--- config.mk ---
export PLATFORM = sky130hd
export DESIGN_NAME = mdt_decode
export DESIGN_NICKNAME = d
export VERILOG_FILES = /design/src/verilog/mdt_pkg.sv /design/src/verilog/mdt_tmr_if.sv /design/src/verilog/mdt_cycle_timer.sv /design/src/verilog/mdt_decode.sv
export SDC_FILE = /design/constraint.sdc
export NUM_CORES = 1
export LEC_CHECK = 0
export ABC_AREA = 1
export BUFFER_PORTS_ARGS = -buffer_cell sky130_fd_sc_hd__buf_4
export CORE_UTILIZATION = 56
export CTS_CLUSTER_DIAMETER = 40
export DETAILED_ROUTE_END_ITERATION = 7
export PLACE_DENSITY = 0.89
export SLEW_MARGIN = 20
export SYNTH_ARGS = -nofsm -noshare
export SYNTH_HDL_FRONTEND = slang
export SYNTH_SLANG_ARGS = --single-unit
--- constraint.sdc ---
create_clock -name CLK -period 14.1 [get_ports CLK]
set_clock_uncertainty 0.1 [all_clocks]
set_input_delay 2.82 -clock CLK [delete_from_list [all_inputs] [get_ports CLK]]
set_output_delay 2.82 -clock CLK [all_outputs]
set_load 0.1 [all_outputs]
--- src/verilog/mdt_pkg.sv ---
// Constants and types for the instruction decode and timing block
package mdt_pkg;

   // Stretch field of the clock control register
   localparam logic [2:0] STRETCH_RST   = 3'h1;
   localparam logic [7:0] CKCON_ADDR    = 8'h8E;

   // Variable external move cycle figures: base plus stretch
   localparam logic [3:0] EXTERNAL_DATA_MOVE_RD_BASE  = 4'h3;
   localparam logic [3:0] EXTERNAL_DATA_MOVE_WR_BASE  = 4'h4;

   // Program branch cycle count, not characterised in this block
   localparam logic [3:0] CYC_BRANCH    = 4'h4;

   // Register file layout in lower internal RAM
   localparam logic [2:0] WREG_PAGE     = 3'h0;
   localparam logic [3:0] BIT_AREA_BASE = 4'h2;

   // Values driven after reset
   localparam logic [7:0]  BYTE_RST     = 8'h00;
   localparam logic [15:0] WORD_RST     = 16'h0000;
   localparam logic [3:0]  CYC_RST      = 4'h0;
   localparam logic [1:0]  LEN_RST      = 2'h1;

   // Length in bytes and execution cycles of one opcode
   typedef struct packed {
      logic [1:0] len;
      logic [3:0] cyc;
   } mdt_tim_t;

   // How the branch target of the current instruction is formed
   typedef enum logic [1:0] {
      TK_NONE = 2'h0,
      TK_PAGE = 2'h1,
      TK_LONG = 2'h2,
      TK_REL  = 2'h3
   } mdt_tkind_t;

   // Timer states, one-hot
   typedef enum logic [1:0] {
      ST_IDLE = 2'h1,
      ST_RUN  = 2'h2
   } mdt_tst_t;

endpackage

--- src/verilog/mdt_tmr_if.sv ---
// Link between the decoder and its cycle timer
`timescale 1ns/100ps
`default_nettype none
interface mdt_tmr_if;
   logic       load;
   logic [3:0] cycles;
   logic       busy;
   logic       last;

   modport ctrl (output load, output cycles, input busy, input last);
   modport tmr  (input load, input cycles, output busy, output last);
endinterface
`default_nettype wire

--- src/verilog/mdt_cycle_timer.sv ---
// Down counter that holds an instruction busy for its cycle count
`timescale 1ns/100ps
`default_nettype none
module mdt_cycle_timer #(
   parameter int W = 4
) (
   // Clock and reset
   input  wire logic CLK,
   input  wire logic SYS_RST,
   // Decoder side
   mdt_tmr_if.tmr    tif
);
   typedef struct packed {
      mdt_pkg::mdt_tst_t st;
      logic [W-1:0]      cnt;
   } mdt_tmr_st_t;

   mdt_tmr_st_t st_ff;
   mdt_tmr_st_t nxt_st;

   // Reload on the last cycle lets instructions follow back to back
   always_comb
   begin
      nxt_st = st_ff;
      case (st_ff.st)
         mdt_pkg::ST_IDLE:
         begin
            if (tif.load)
            begin
               nxt_st.st  = mdt_pkg::ST_RUN;
               nxt_st.cnt = tif.cycles[W-1:0];
            end
         end
         mdt_pkg::ST_RUN:
         begin
            if (tif.load)
               nxt_st.cnt = tif.cycles[W-1:0];
            else if (st_ff.cnt == W'(1))
               nxt_st.st = mdt_pkg::ST_IDLE;
            else
               nxt_st.cnt = st_ff.cnt - W'(1);
         end
         default: nxt_st.st = mdt_pkg::ST_IDLE;
      endcase
   end

   always_ff @(posedge CLK)
   begin
      if (SYS_RST)
         st_ff <= '{mdt_pkg::ST_IDLE, '0};
      else
         st_ff <= nxt_st;
   end

   assign tif.busy = (st_ff.st == mdt_pkg::ST_RUN);
   assign tif.last = tif.busy && (st_ff.cnt == W'(1));
endmodule
`default_nettype wire

--- src/verilog/mdt_decode.sv ---
// Instruction decode, operand addressing and execution timing
`timescale 1ns/100ps
`default_nettype none
module mdt_decode (
   // Clock and reset
   input  wire logic        CLK,
   input  wire logic        SYS_RST,
   // Instruction from program memory
   input  wire logic        INSTR_VALID,
   input  wire logic [7:0]  INSTR_OPCODE,
   input  wire logic [7:0]  INSTR_BYTE2,
   input  wire logic [7:0]  INSTR_BYTE3,
   input  wire logic [15:0] INSTR_PC,
   input  wire logic [1:0]  REG_BANK,
   output logic             INSTR_READY,
   // Execution timing
   output logic             EXEC_BUSY,
   output logic             EXEC_DONE,
   output logic [1:0]       INSTR_LEN,
   output logic [3:0]       INSTR_CYCLES,
   // Branch target
   output logic [15:0]      NEXT_PC,
   output logic [15:0]      TARGET_ADDR,
   output logic [1:0]       TARGET_KIND,
   // Operand addressing
   output logic [7:0]       WREG_ADDR,
   output logic [7:0]       PTR_ADDR,
   output logic [7:0]       DIRECT_ADDR,
   output logic             DIRECT_IS_SFR,
   output logic [7:0]       BIT_BYTE_ADDR,
   output logic [2:0]       BIT_INDEX,
   output logic [7:0]       IMM8,
   output logic [15:0]      IMM16,
   output logic             EXT_MOVE_RD,
   output logic             EXT_MOVE_WR,
   output logic [2:0]       STRETCH,
   // Special function register access
   input  wire logic [7:0]  SFR_ADDR,
   input  wire logic        SFR_RD,
   input  wire logic        SFR_WR,
   input  wire logic [7:0]  SFR_WDATA,
   input  wire logic [7:0]  INT_SFR_RDATA,
   input  wire logic [7:0]  EXT_SFR_RDATA,
   output logic [7:0]       SFR_RDATA,
   output logic             EXT_SFR_WE,
   output logic [7:0]       EXT_SFR_ADDR,
   output logic [7:0]       EXT_SFR_WDATA
);
   typedef struct packed {
      logic [2:0]  stretch;
      logic [1:0]  len;
      logic [3:0]  cyc;
      logic [15:0] next_pc;
      logic [15:0] target;
      logic [1:0]  tkind;
      logic [7:0]  wreg;
      logic [7:0]  ptr;
      logic [7:0]  dir;
      logic [7:0]  bbyte;
      logic [2:0]  bidx;
      logic [7:0]  imm8;
      logic [15:0] imm16;
      logic        xrd;
      logic        xwr;
      logic [7:0]  rdata;
      logic        xwe;
      logic [7:0]  xaddr;
      logic [7:0]  xwdata;
   } mdt_st_t;

   mdt_st_t st_ff;
   mdt_st_t nxt_st;
   logic    take;
   mdt_pkg::mdt_tim_t tim;

   mdt_tmr_if tif ();

   // Addresses decoded by the core itself; unlisted ones go off-core
   function automatic logic sfr_internal(input logic [7:0] a);
      case (a)
         8'h80, 8'h81, 8'h82, 8'h83, 8'h84, 8'h85, 8'h87,
         8'h88, 8'h89, 8'h8A, 8'h8B, 8'h8C, 8'h8D, 8'h8E,
         8'h90, 8'h92, 8'h98, 8'h99, 8'hA0, 8'hA8, 8'hA9,
         8'hB0, 8'hB8, 8'hB9, 8'hD0, 8'hE0, 8'hF0: return 1'b1;
         default: return 1'b0;
      endcase
   endfunction

   // Length and cycle count per opcode
   function automatic mdt_pkg::mdt_tim_t op_timing(input logic [7:0] op, input logic [2:0] st);
      mdt_pkg::mdt_tim_t t;
      logic [3:0] lo;
      logic       ri;
      logic       rn;
      t  = '{2'h1, 4'h1};
      lo = op[3:0];
      ri = (lo[3:1] == 3'h3);
      rn = lo[3];
      if (lo == 4'h1)
         t = '{2'h2, mdt_pkg::CYC_BRANCH};
      else
      begin
         case (op[7:4])
            4'h0, 4'h1:
            begin
               if (lo == 4'h0)
                  t = op[4] ? '{2'h3, mdt_pkg::CYC_BRANCH} : '{2'h1, 4'h1};
               else if (lo == 4'h2)
                  t = '{2'h3, mdt_pkg::CYC_BRANCH};
               else if (lo == 4'h5)
                  t = op[4] ? '{2'h2, 4'h2} : '{2'h2, 4'h3};
               else if (ri)
                  t = '{2'h1, 4'h3};
               else if (rn)
                  t = op[4] ? '{2'h1, 4'h1} : '{2'h1, 4'h2};
            end
            4'h2, 4'h3, 4'h9, 4'h4, 4'h5, 4'h6:
            begin
               if (lo == 4'h0)
                  t = (op[7:4] == 4'h9) ? '{2'h3, 4'h3} : '{(op[6] ? 2'h2 : 2'h3), mdt_pkg::CYC_BRANCH};
               else if (lo == 4'h2)
                  t = (op[7:4] == 4'h9) ? '{2'h2, 4'h3} : (op[6] ? '{2'h2, 4'h3} : '{2'h1, mdt_pkg::CYC_BRANCH});
               else if (lo == 4'h3)
                  t = (op[7:4] == 4'h9) ? '{2'h1, 4'h3} : (op[6] ? '{2'h3, 4'h4} : '{2'h1, 4'h1});
               else if (lo[3:1] == 3'h2)
                  t = '{2'h2, 4'h2};
               else if (ri)
                  t = '{2'h1, 4'h2};
               else
                  t = '{2'h1, 4'h1};
            end
            4'h7:
            begin
               if (lo == 4'h0)
                  t = '{2'h2, mdt_pkg::CYC_BRANCH};
               else if (lo == 4'h2)
                  t = '{2'h2, 4'h2};
               else if (lo == 4'h3)
                  t = '{2'h1, mdt_pkg::CYC_BRANCH};
               else if (lo == 4'h4)
                  t = '{2'h2, 4'h2};
               else if (lo == 4'h5)
                  t = '{2'h3, 4'h3};
               else
                  t = ri ? '{2'h2, 4'h3} : '{2'h2, 4'h2};
            end
            4'h8:
            begin
               if (lo == 4'h0)
                  t = '{2'h2, mdt_pkg::CYC_BRANCH};
               else if (lo == 4'h2)
                  t = '{2'h2, 4'h2};
               else if (lo == 4'h3)
                  t = '{2'h1, 4'h3};
               else if (lo == 4'h4)
                  t = '{2'h1, 4'h5};
               else if (lo == 4'h5)
                  t = '{2'h3, 4'h4};
               else
                  t = ri ? '{2'h2, 4'h4} : '{2'h2, 4'h3};
            end
            4'hA:
            begin
               if (lo == 4'h0 || lo == 4'h2)
                  t = '{2'h2, 4'h2};
               else if (lo == 4'h3)
                  t = '{2'h1, 4'h3};
               else if (lo == 4'h4)
                  t = '{2'h1, 4'h5};
               else if (ri)
                  t = '{2'h2, 4'h5};
               else if (rn)
                  t = '{2'h2, 4'h4};
            end
            4'hB:
            begin
               if (lo == 4'h0)
                  t = '{2'h2, 4'h2};
               else if (lo == 4'h2)
                  t = '{2'h2, 4'h3};
               else if (lo == 4'h3)
                  t = '{2'h1, 4'h1};
               else
                  t = '{2'h3, mdt_pkg::CYC_BRANCH};
            end
            4'hC, 4'hD:
            begin
               if (lo == 4'h0)
                  t = op[4] ? '{2'h2, 4'h3} : '{2'h2, 4'h4};
               else if (lo == 4'h2)
                  t = '{2'h2, 4'h3};
               else if (lo == 4'h5)
                  t = op[4] ? '{2'h3, mdt_pkg::CYC_BRANCH} : '{2'h2, 4'h3};
               else if (ri)
                  t = '{2'h1, 4'h3};
               else if (rn)
                  t = op[4] ? '{2'h2, mdt_pkg::CYC_BRANCH} : '{2'h1, 4'h2};
            end
            4'hE, 4'hF:
            begin
               if (lo == 4'h0 || lo[3:1] == 3'h1)
                  t.cyc = (op[4] ? mdt_pkg::EXTERNAL_DATA_MOVE_WR_BASE : mdt_pkg::EXTERNAL_DATA_MOVE_RD_BASE) + {1'b0, st};
               else if (lo == 4'h5)
                  t = op[4] ? '{2'h2, 4'h3} : '{2'h2, 4'h2};
               else if (ri)
                  t = op[4] ? '{2'h1, 4'h3} : '{2'h1, 4'h2};
               else if (rn)
                  t = op[4] ? '{2'h1, 4'h2} : '{2'h1, 4'h1};
            end
            default: t = '{2'h1, 4'h1};
         endcase
      end
      // accumulator one-cycle forms fall to the default
      return t;
   endfunction

   // no new instruction until the current one ends
   assign take        = INSTR_VALID && INSTR_READY;
   assign INSTR_READY = !tif.busy || tif.last;
   assign tif.load    = take;
   assign tim         = op_timing(INSTR_OPCODE, st_ff.stretch);
   assign tif.cycles  = tim.cyc;

   mdt_cycle_timer #(.W(4)) u_tmr (
      .CLK     (CLK),
      .SYS_RST (SYS_RST),
      .tif     (tif)
   );

   // Decode captured at the take edge, SPECIAL_FUNCTION_REGISTER path every cycle
   always_comb
   begin
      mdt_pkg::mdt_tim_t tm;
      logic [15:0] npc;
      logic [7:0]  rel;
      logic [7:0]  op;
      tm  = tim;
      op  = INSTR_OPCODE;
      npc = INSTR_PC + {14'h0, tm.len};
      rel = (tm.len == 2'h3) ? INSTR_BYTE3 : INSTR_BYTE2;
      nxt_st = st_ff;
      if (take)
      begin
         nxt_st.len     = tm.len;
         nxt_st.cyc     = tm.cyc;
         nxt_st.next_pc = npc;
         nxt_st.tkind   = mdt_pkg::TK_NONE;
         nxt_st.target  = npc;
         if (op[3:0] == 4'h1)
         begin
            nxt_st.tkind  = mdt_pkg::TK_PAGE;
            nxt_st.target = {npc[15:11], op[7:5], INSTR_BYTE2};
         end
         else if (op == 8'h02 || op == 8'h12)
         begin
            nxt_st.tkind  = mdt_pkg::TK_LONG;
            nxt_st.target = {INSTR_BYTE2, INSTR_BYTE3};
         end
         else if ((op[3:0] == 4'h0 && op[7:4] <= 4'h8 && op != 8'h00) || op[7:4] == 4'hB && op[3:2] != 2'h0
                  || op == 8'hD5 || op[7:3] == 5'h1B)
         begin
            nxt_st.tkind  = mdt_pkg::TK_REL;
            nxt_st.target = npc + {{8{rel[7]}}, rel};
         end
         nxt_st.ptr   = {mdt_pkg::WREG_PAGE, REG_BANK, 2'h0, op[0]};
         nxt_st.wreg  = {mdt_pkg::WREG_PAGE, REG_BANK, op[2:0]};
         nxt_st.dir   = INSTR_BYTE2;
         nxt_st.bbyte = INSTR_BYTE2[7] ? {INSTR_BYTE2[7:3], 3'h0} : {mdt_pkg::BIT_AREA_BASE, INSTR_BYTE2[6:3]};
         nxt_st.bidx  = INSTR_BYTE2[2:0];
         // immediate byte follows a direct address when present
         nxt_st.imm8  = (tm.len == 2'h3) ? INSTR_BYTE3 : INSTR_BYTE2;
         nxt_st.imm16 = {INSTR_BYTE2, INSTR_BYTE3};
         nxt_st.xrd   = (op[7:4] == 4'hE) && (op[3:0] == 4'h0 || op[3:1] == 3'h1);
         nxt_st.xwr   = (op[7:4] == 4'hF) && (op[3:0] == 4'h0 || op[3:1] == 3'h1);
      end
      // inside copy wins on a shared address
      if (SFR_RD)
      begin
         if (SFR_ADDR == mdt_pkg::CKCON_ADDR)
            nxt_st.rdata = {5'h00, st_ff.stretch};
         else
            nxt_st.rdata = sfr_internal(SFR_ADDR) ? INT_SFR_RDATA : EXT_SFR_RDATA;
      end
      nxt_st.xwe = SFR_WR;
      if (SFR_WR)
      begin
         nxt_st.xaddr  = SFR_ADDR;
         nxt_st.xwdata = SFR_WDATA;
         if (SFR_ADDR == mdt_pkg::CKCON_ADDR)
            nxt_st.stretch = SFR_WDATA[2:0];
      end
   end

   always_ff @(posedge CLK)
   begin
      if (SYS_RST)
         st_ff <= '{mdt_pkg::STRETCH_RST, mdt_pkg::LEN_RST, mdt_pkg::CYC_RST, mdt_pkg::WORD_RST,
                    mdt_pkg::WORD_RST, mdt_pkg::TK_NONE, mdt_pkg::BYTE_RST, mdt_pkg::BYTE_RST,
                    mdt_pkg::BYTE_RST, mdt_pkg::BYTE_RST, 3'h0, mdt_pkg::BYTE_RST, mdt_pkg::WORD_RST,
                    1'b0, 1'b0, mdt_pkg::BYTE_RST, 1'b0, mdt_pkg::BYTE_RST, mdt_pkg::BYTE_RST};
      else
         st_ff <= nxt_st;
   end

   // Output drive
   assign EXEC_BUSY     = tif.busy;
   assign EXEC_DONE     = tif.last;
   assign INSTR_LEN     = st_ff.len;
   assign INSTR_CYCLES  = st_ff.cyc;
   assign NEXT_PC       = st_ff.next_pc;
   assign TARGET_ADDR   = st_ff.target;
   assign TARGET_KIND   = st_ff.tkind;
   assign WREG_ADDR     = st_ff.wreg;
   assign PTR_ADDR      = st_ff.ptr;
   assign DIRECT_ADDR   = st_ff.dir;
   assign DIRECT_IS_SFR = st_ff.dir[7];
   assign BIT_BYTE_ADDR = st_ff.bbyte;
   assign BIT_INDEX     = st_ff.bidx;
   assign IMM8          = st_ff.imm8;
   assign IMM16         = st_ff.imm16;
   assign EXT_MOVE_RD   = st_ff.xrd;
   assign EXT_MOVE_WR   = st_ff.xwr;
   assign STRETCH       = st_ff.stretch;
   assign SFR_RDATA     = st_ff.rdata;
   assign EXT_SFR_WE    = st_ff.xwe;
   assign EXT_SFR_ADDR  = st_ff.xaddr;
   assign EXT_SFR_WDATA = st_ff.xwdata;
endmodule
`default_nettype wire

Word level (Yosys, flattened, before mapping)
Index checks and enable logic that the tools add are counted.
{"block": "op_classes", "n_addsub": 4, "order_cmp": 1, "eq_ne": 62, "muxes": 75, "n_reduce_logical": 28}
{"op": "== test 8 bit, second input constant", "n": 28}
{"op": "two-way mux 6 bit", "n": 37}
{"op": "two-way mux 18 bit", "n": 3}
{"op": "one-hot mux 6 bit (8 select lines)", "n": 1}
{"op": "== test 4 bit, second input constant", "n": 8}
{"op": "two-way mux 8 bit", "n": 4}
{"op": "OR reduction 27 bit", "n": 1}
{"op": "two-way mux 5 bit", "n": 5}
{"op": "== test 4 x 3 -> 1 bit, second input constant", "n": 6}
{"op": "two-way mux 2 bit", "n": 9}
{"op": "adder 16 bit", "n": 1}
{"op": "adder 16 x 2 -> 16 bit", "n": 1}
{"op": "== test 4 x 2 -> 1 bit, second input constant", "n": 4}
{"op": "== test 4 x 1 -> 1 bit, second input constant", "n": 3}
{"op": "two-way mux 4 bit", "n": 3}
{"op": "two-way mux 3 bit", "n": 3}
{"op": "== test 8 x 2 -> 1 bit, second input constant", "n": 1}
{"op": "== test 8 x 5 -> 1 bit, second input constant", "n": 1}
{"op": "zero test 4 bit", "n": 2}
{"op": "two-way mux 1 bit", "n": 8}
{"op": "one-hot mux 4 bit (2 select lines)", "n": 1}
{"op": "nonzero test 8 bit", "n": 1}
{"op": "logical AND 1 bit", "n": 7}
{"op": "logical OR 1 bit", "n": 7}
{"op": "18 further kinds", "n": 25}
{"block": "word_totals", "reg_bits": 127, "in_bits": 79, "out_inout_bits": 133, "word_cells": 191}

Longest topological paths before layout
{"block": "logic_depth", "depth_word": 15, "mapped_depth": 34, "mapped_depth_nobuf": 34}

By module
A second synthesis with hierarchy kept.
{"block": "hier_totals", "cells_unflattened": 1006, "hier_area_um2": 6902.9}
{"mod": "mdt_decode", "n_inst": 1, "cells_each": 948, "area_each_um2": 6501.2, "seq_area_each_um2": 2122.0}
{"mod": "mdt_cycle_timer", "n_inst": 1, "cells_each": 58, "area_each_um2": 401.6, "seq_area_each_um2": 120.1}

Least setup slack after synthesis
No wires, ideal clock.
{"block": "synth_timing", "path_type": "input to register", "start": "input port INSTR_OPCODE[4]", "end": "register st_ff (netlist bit TARGET_ADDR[15])", "setup_ps": 131, "arrival_time_ps": 6391, "required_ps": 13869, "slack_ps": 7478, "cell_stages": 32, "n_path_buf": 0, "path_cell_list": "inv_1 -> nand2_1 -> nor2_2 -> nand2_1 -> nand2_1 -> nor2_1 -> nand3_1 -> nand2_1 -> inv_2 -> ha_1 -> fa_1 -> and3_1 -> nand2_1 -> nor3b_1 -> nand2_1 -> nor2_1 -> nand3_1 -> o21ai_0 -> inv_1 -> ha_1 -> nand2_1 -> nor2_1 -> inv_1 -> o211ai_1 -> a21o_1 -> nand3b_2 -> nand3_1 -> nand2_1 -> nand2_1 -> nand2_1 -> nand3_2 -> a21oi_2"}
{"item": "from (decl)", "line_no": "mdt_decode.sv:10", "text": "input wire logic [7:0] INSTR_OPCODE,"}
{"item": "to (signal assigned)", "line_no": "mdt_decode.sv:297", "text": "st_ff <= '{mdt_pkg::STRETCH_RST, mdt_pkg::LEN_RST, mdt_pkg::CYC_RST, mdt_pkg::WORD_RST,"}
{"item": "to (signal assigned)", "line_no": "mdt_decode.sv:302", "text": "st_ff <= nxt_st;"}
{"item": "to (decl)", "line_no": "mdt_decode.sv:71", "text": "mdt_st_t st_ff;"}

==> impl_metrics.ini <==
[detailed_routing]
wl_met3_um = 1780
drtIter0Drc = 676
drc = 8
top_layer = met4
met1_length_um = 8820
wl_met2_um = 10500
vias_per_cell = 5.68
via_count = 7423
drtPass1Iterations = 7
postRouteWirelength_um = 22000
drtAntennaViolNets = 0
wire_per_inst_um = 16.8

[clock_network]
clk_root_buffer_cell = clkbuf_16
cts_resized = 0
htreeDepth = 3
cts_max_path_buffers = 2
cts_sinks = 112
cts_buffers = 9
ctsHoldBuffers = 0
cts_setup_buffers = 0
tritoncts = yes
worst_skew_pair.late_latency_ps = 340
cts.reportedPaths.clkPinSlew_ps = 70

[floorplanning]
initial_core_util_pct = 58.2
fp.dieH_um = 112
die_w_um = 112
fp.dieArea_um2 = 12500
pin_count = 212
design.core.area_um2 = 11600
rows = 39

[pwr]
power_leakage_uw = 0.00416
clockPowerShare_pct = 20.9
seqPwrFrac_pct = 30.7
p_int_uw = 632
power_uw = 1220
power_frac_comb_pct = 48.4
swShare_pct = 48.2
power_density_nw_per_um2 = 144
p_sw_uw = 589
ir_worst_vdd_uv = 139

[run]
cap_viol_max_count = 0

[setup_path]
worst_path_most_repeated_cell = nand2_1
max_stage_delay_ps = 340
timing_worst_setup_path_type = in -> reg
crit_fanout = 12
slowest_stage = ha_1
cp.required_ps = 14210
cp.arrival_ps = 7280
cp-end-kind = register
critPathLaunchType = input port

[grt]
grt_pass1_wl_um = 34900
gr-total-overflow = 0
antenna_found_initial = 0
grt_pass1_vias = 6960
grt_use_total_pct = 35.1
grt_start_max_net_pins = 73

[placement]
post-dp-hpwl_um = 16800
port_buffers = 203
place.gp.congestion = 0.959
postPlaceCellArea_um2 = 8170

[final_layout]
drive_gt1_share_pct = 22.9
n_fill_cell = 986
finish.utilization_pct = 73.1
multi_input_area_um2 = 3810
areaGrowthSynthToFinish_pct = 25.4
mostFrequentLayoutCells = buf_4, nand2_1, nor2_1, dfxtp_1, a21oi_1
fin_nets = 1267
final_common_cell = buf_4
design_area_um2 = 8450
n_antenna_cell = 0
ff_latch_area_um2 = 2240

[run_status]
violations = DRC
status = complete, but fails checks

[logic_synthesis]
synth-edff-count = 0
ys_seq_area_share_pct = 33.3
ys_ff_latch = 112
ys_types = 53
synth-main-ff-cell = dfxtp_1
async_reset_ff_share_pct = 0
yosys_warnings = 0
synthCells = 997
synth_area_per_cell_um2 = 6.76
syn_area_um2 = 6740

[sta]
slew_headroom_pct = 51.9
max_freq_mhz = 139
tns_ps = 0
hold_viol_final = 0
slew_viol_final = 0
period_minus_slack_ps = 7170
rsz0062_at_grt = no
post-route-period-util_pct = 50.9
finalSetupViolCount = 0
worst_slew_pin_slew_ps = 721

[hold_path]
min_path_type = reg -> reg
[power groups by stage]
stage | clock, uW | combinational, uW | sequential, uW
after global routing | 271 | 627 | 378
after CTS | 259 | 587 | 374
final | 255 | 591 | 374
after detailed placement | 0 | 585 | 381
after floorplan | 0 | 250 | 587
after global placement | 0 | 580 | 380
[per-layer routing]
layer  up-vias  track usage [%]
met2       369             58.9
li1       3589                -
met3        66             6.97
met1      3399             43.5
met4         0             15.7
met5         -                0
[per-stage QoR]
| stage | std cells | hold WS (ps) | worst slack [ps] |
|---|---|---|---|
| floorplan | 1004 | 345 | 7480 |
| global placement | 1293 | 353 | 6770 |
| detailed placement | 1293 | 356 | 6620 |
| CTS | 1308 | 368 | 6980 |
| global route | 1308 | 392 | 6520 |
| finish | 1308 | 366 | 6930 |
[area by class of cell]
type / instances / share of cell area, %
Tap cell: 143 / 2.12
Timing Repair Buffer: 207 / 18.4
Clock inverter: 5 / 0.666
Clock buffer: 10 / 2.71
Inverter: 101 / 4.49
Multi-Input combinational cell: 730 / 45.1
Sequential cell: 112 / 26.5
[path summary, 6_finish.rpt]
path	depth (start not counted)	start	slack (ps)	endpoint
max	30	INSTR_OPCODE[0]	6930	TARGET_ADDR[15]$_SDFFE_PP0P_
min	2	SFR_RDATA[6]$_SDFFE_PP0P_	370	SFR_RDATA[6]$_SDFFE_PP0P_
max reg2reg	10	u_tmr.st_ff[4]$_SDFFE_PP1P_	11250	TARGET_ADDR[9]$_SDFFE_PP0P_
min reg2reg	2	SFR_RDATA[6]$_SDFFE_PP0P_	370	SFR_RDATA[6]$_SDFFE_PP0P_
[synthesized netlist by cell type, types with 12 or more instances]
cell	count	area share [%]
clkbuf_1	31	1.7
a21oi_1	108	8.0
buf_4	27	3.0
o211ai_1	12	1.3
nand2_1	172	9.6
nor2_1	131	7.3
ha_1	24	4.5
o21ai_0	98	7.3
dfxtp_1	112	33
inv_1	91	5.1
nand3_1	51	3.8
xor2_1	15	2.0
[logic make-up after synthesis]
| family | after synthesis | synth area share [%] |
|---|---|---|
| compound gates | 268 | 21.9 |
| xor+xnor | 22 | 2.86 |
| fa+ha+maj | 27 | 5.35 |
| buf+inv | 162 | 10.6 |
| flops | 112 | 33.3 |
| mux | 1 | 0.167 |
| other cells | 1 | 0.0557 |
| simple gates | 404 | 25.8 |
[registers in the layout, summed over array words and instances, names as in the netlist]
register and flops:
BIT_BYTE_ADDR 7, DIRECT_ADDR 8, EXT_MOVE_RD 1, EXT_MOVE_WR 1
EXT_SFR_ADDR 8, EXT_SFR_WDATA 8, EXT_SFR_WE 1, IMM16 8
IMM8 8, INSTR_CYCLES 4, INSTR_LEN 2, NEXT_PC 16
PTR_ADDR 3, SFR_RDATA 8, STRETCH 3, TARGET_ADDR 16
TARGET_KIND 2, WREG_ADDR 2, u_tmr.st_ff 6
[worst max-delay path, delay by kind of cell]
family,cells,cell delay [ps]
compound gates,4,520
fa+ha+maj,3,800
buf+inv,5,710
simple gates,18,2450
No activity file was read; power rests on OpenSTA's default activity.
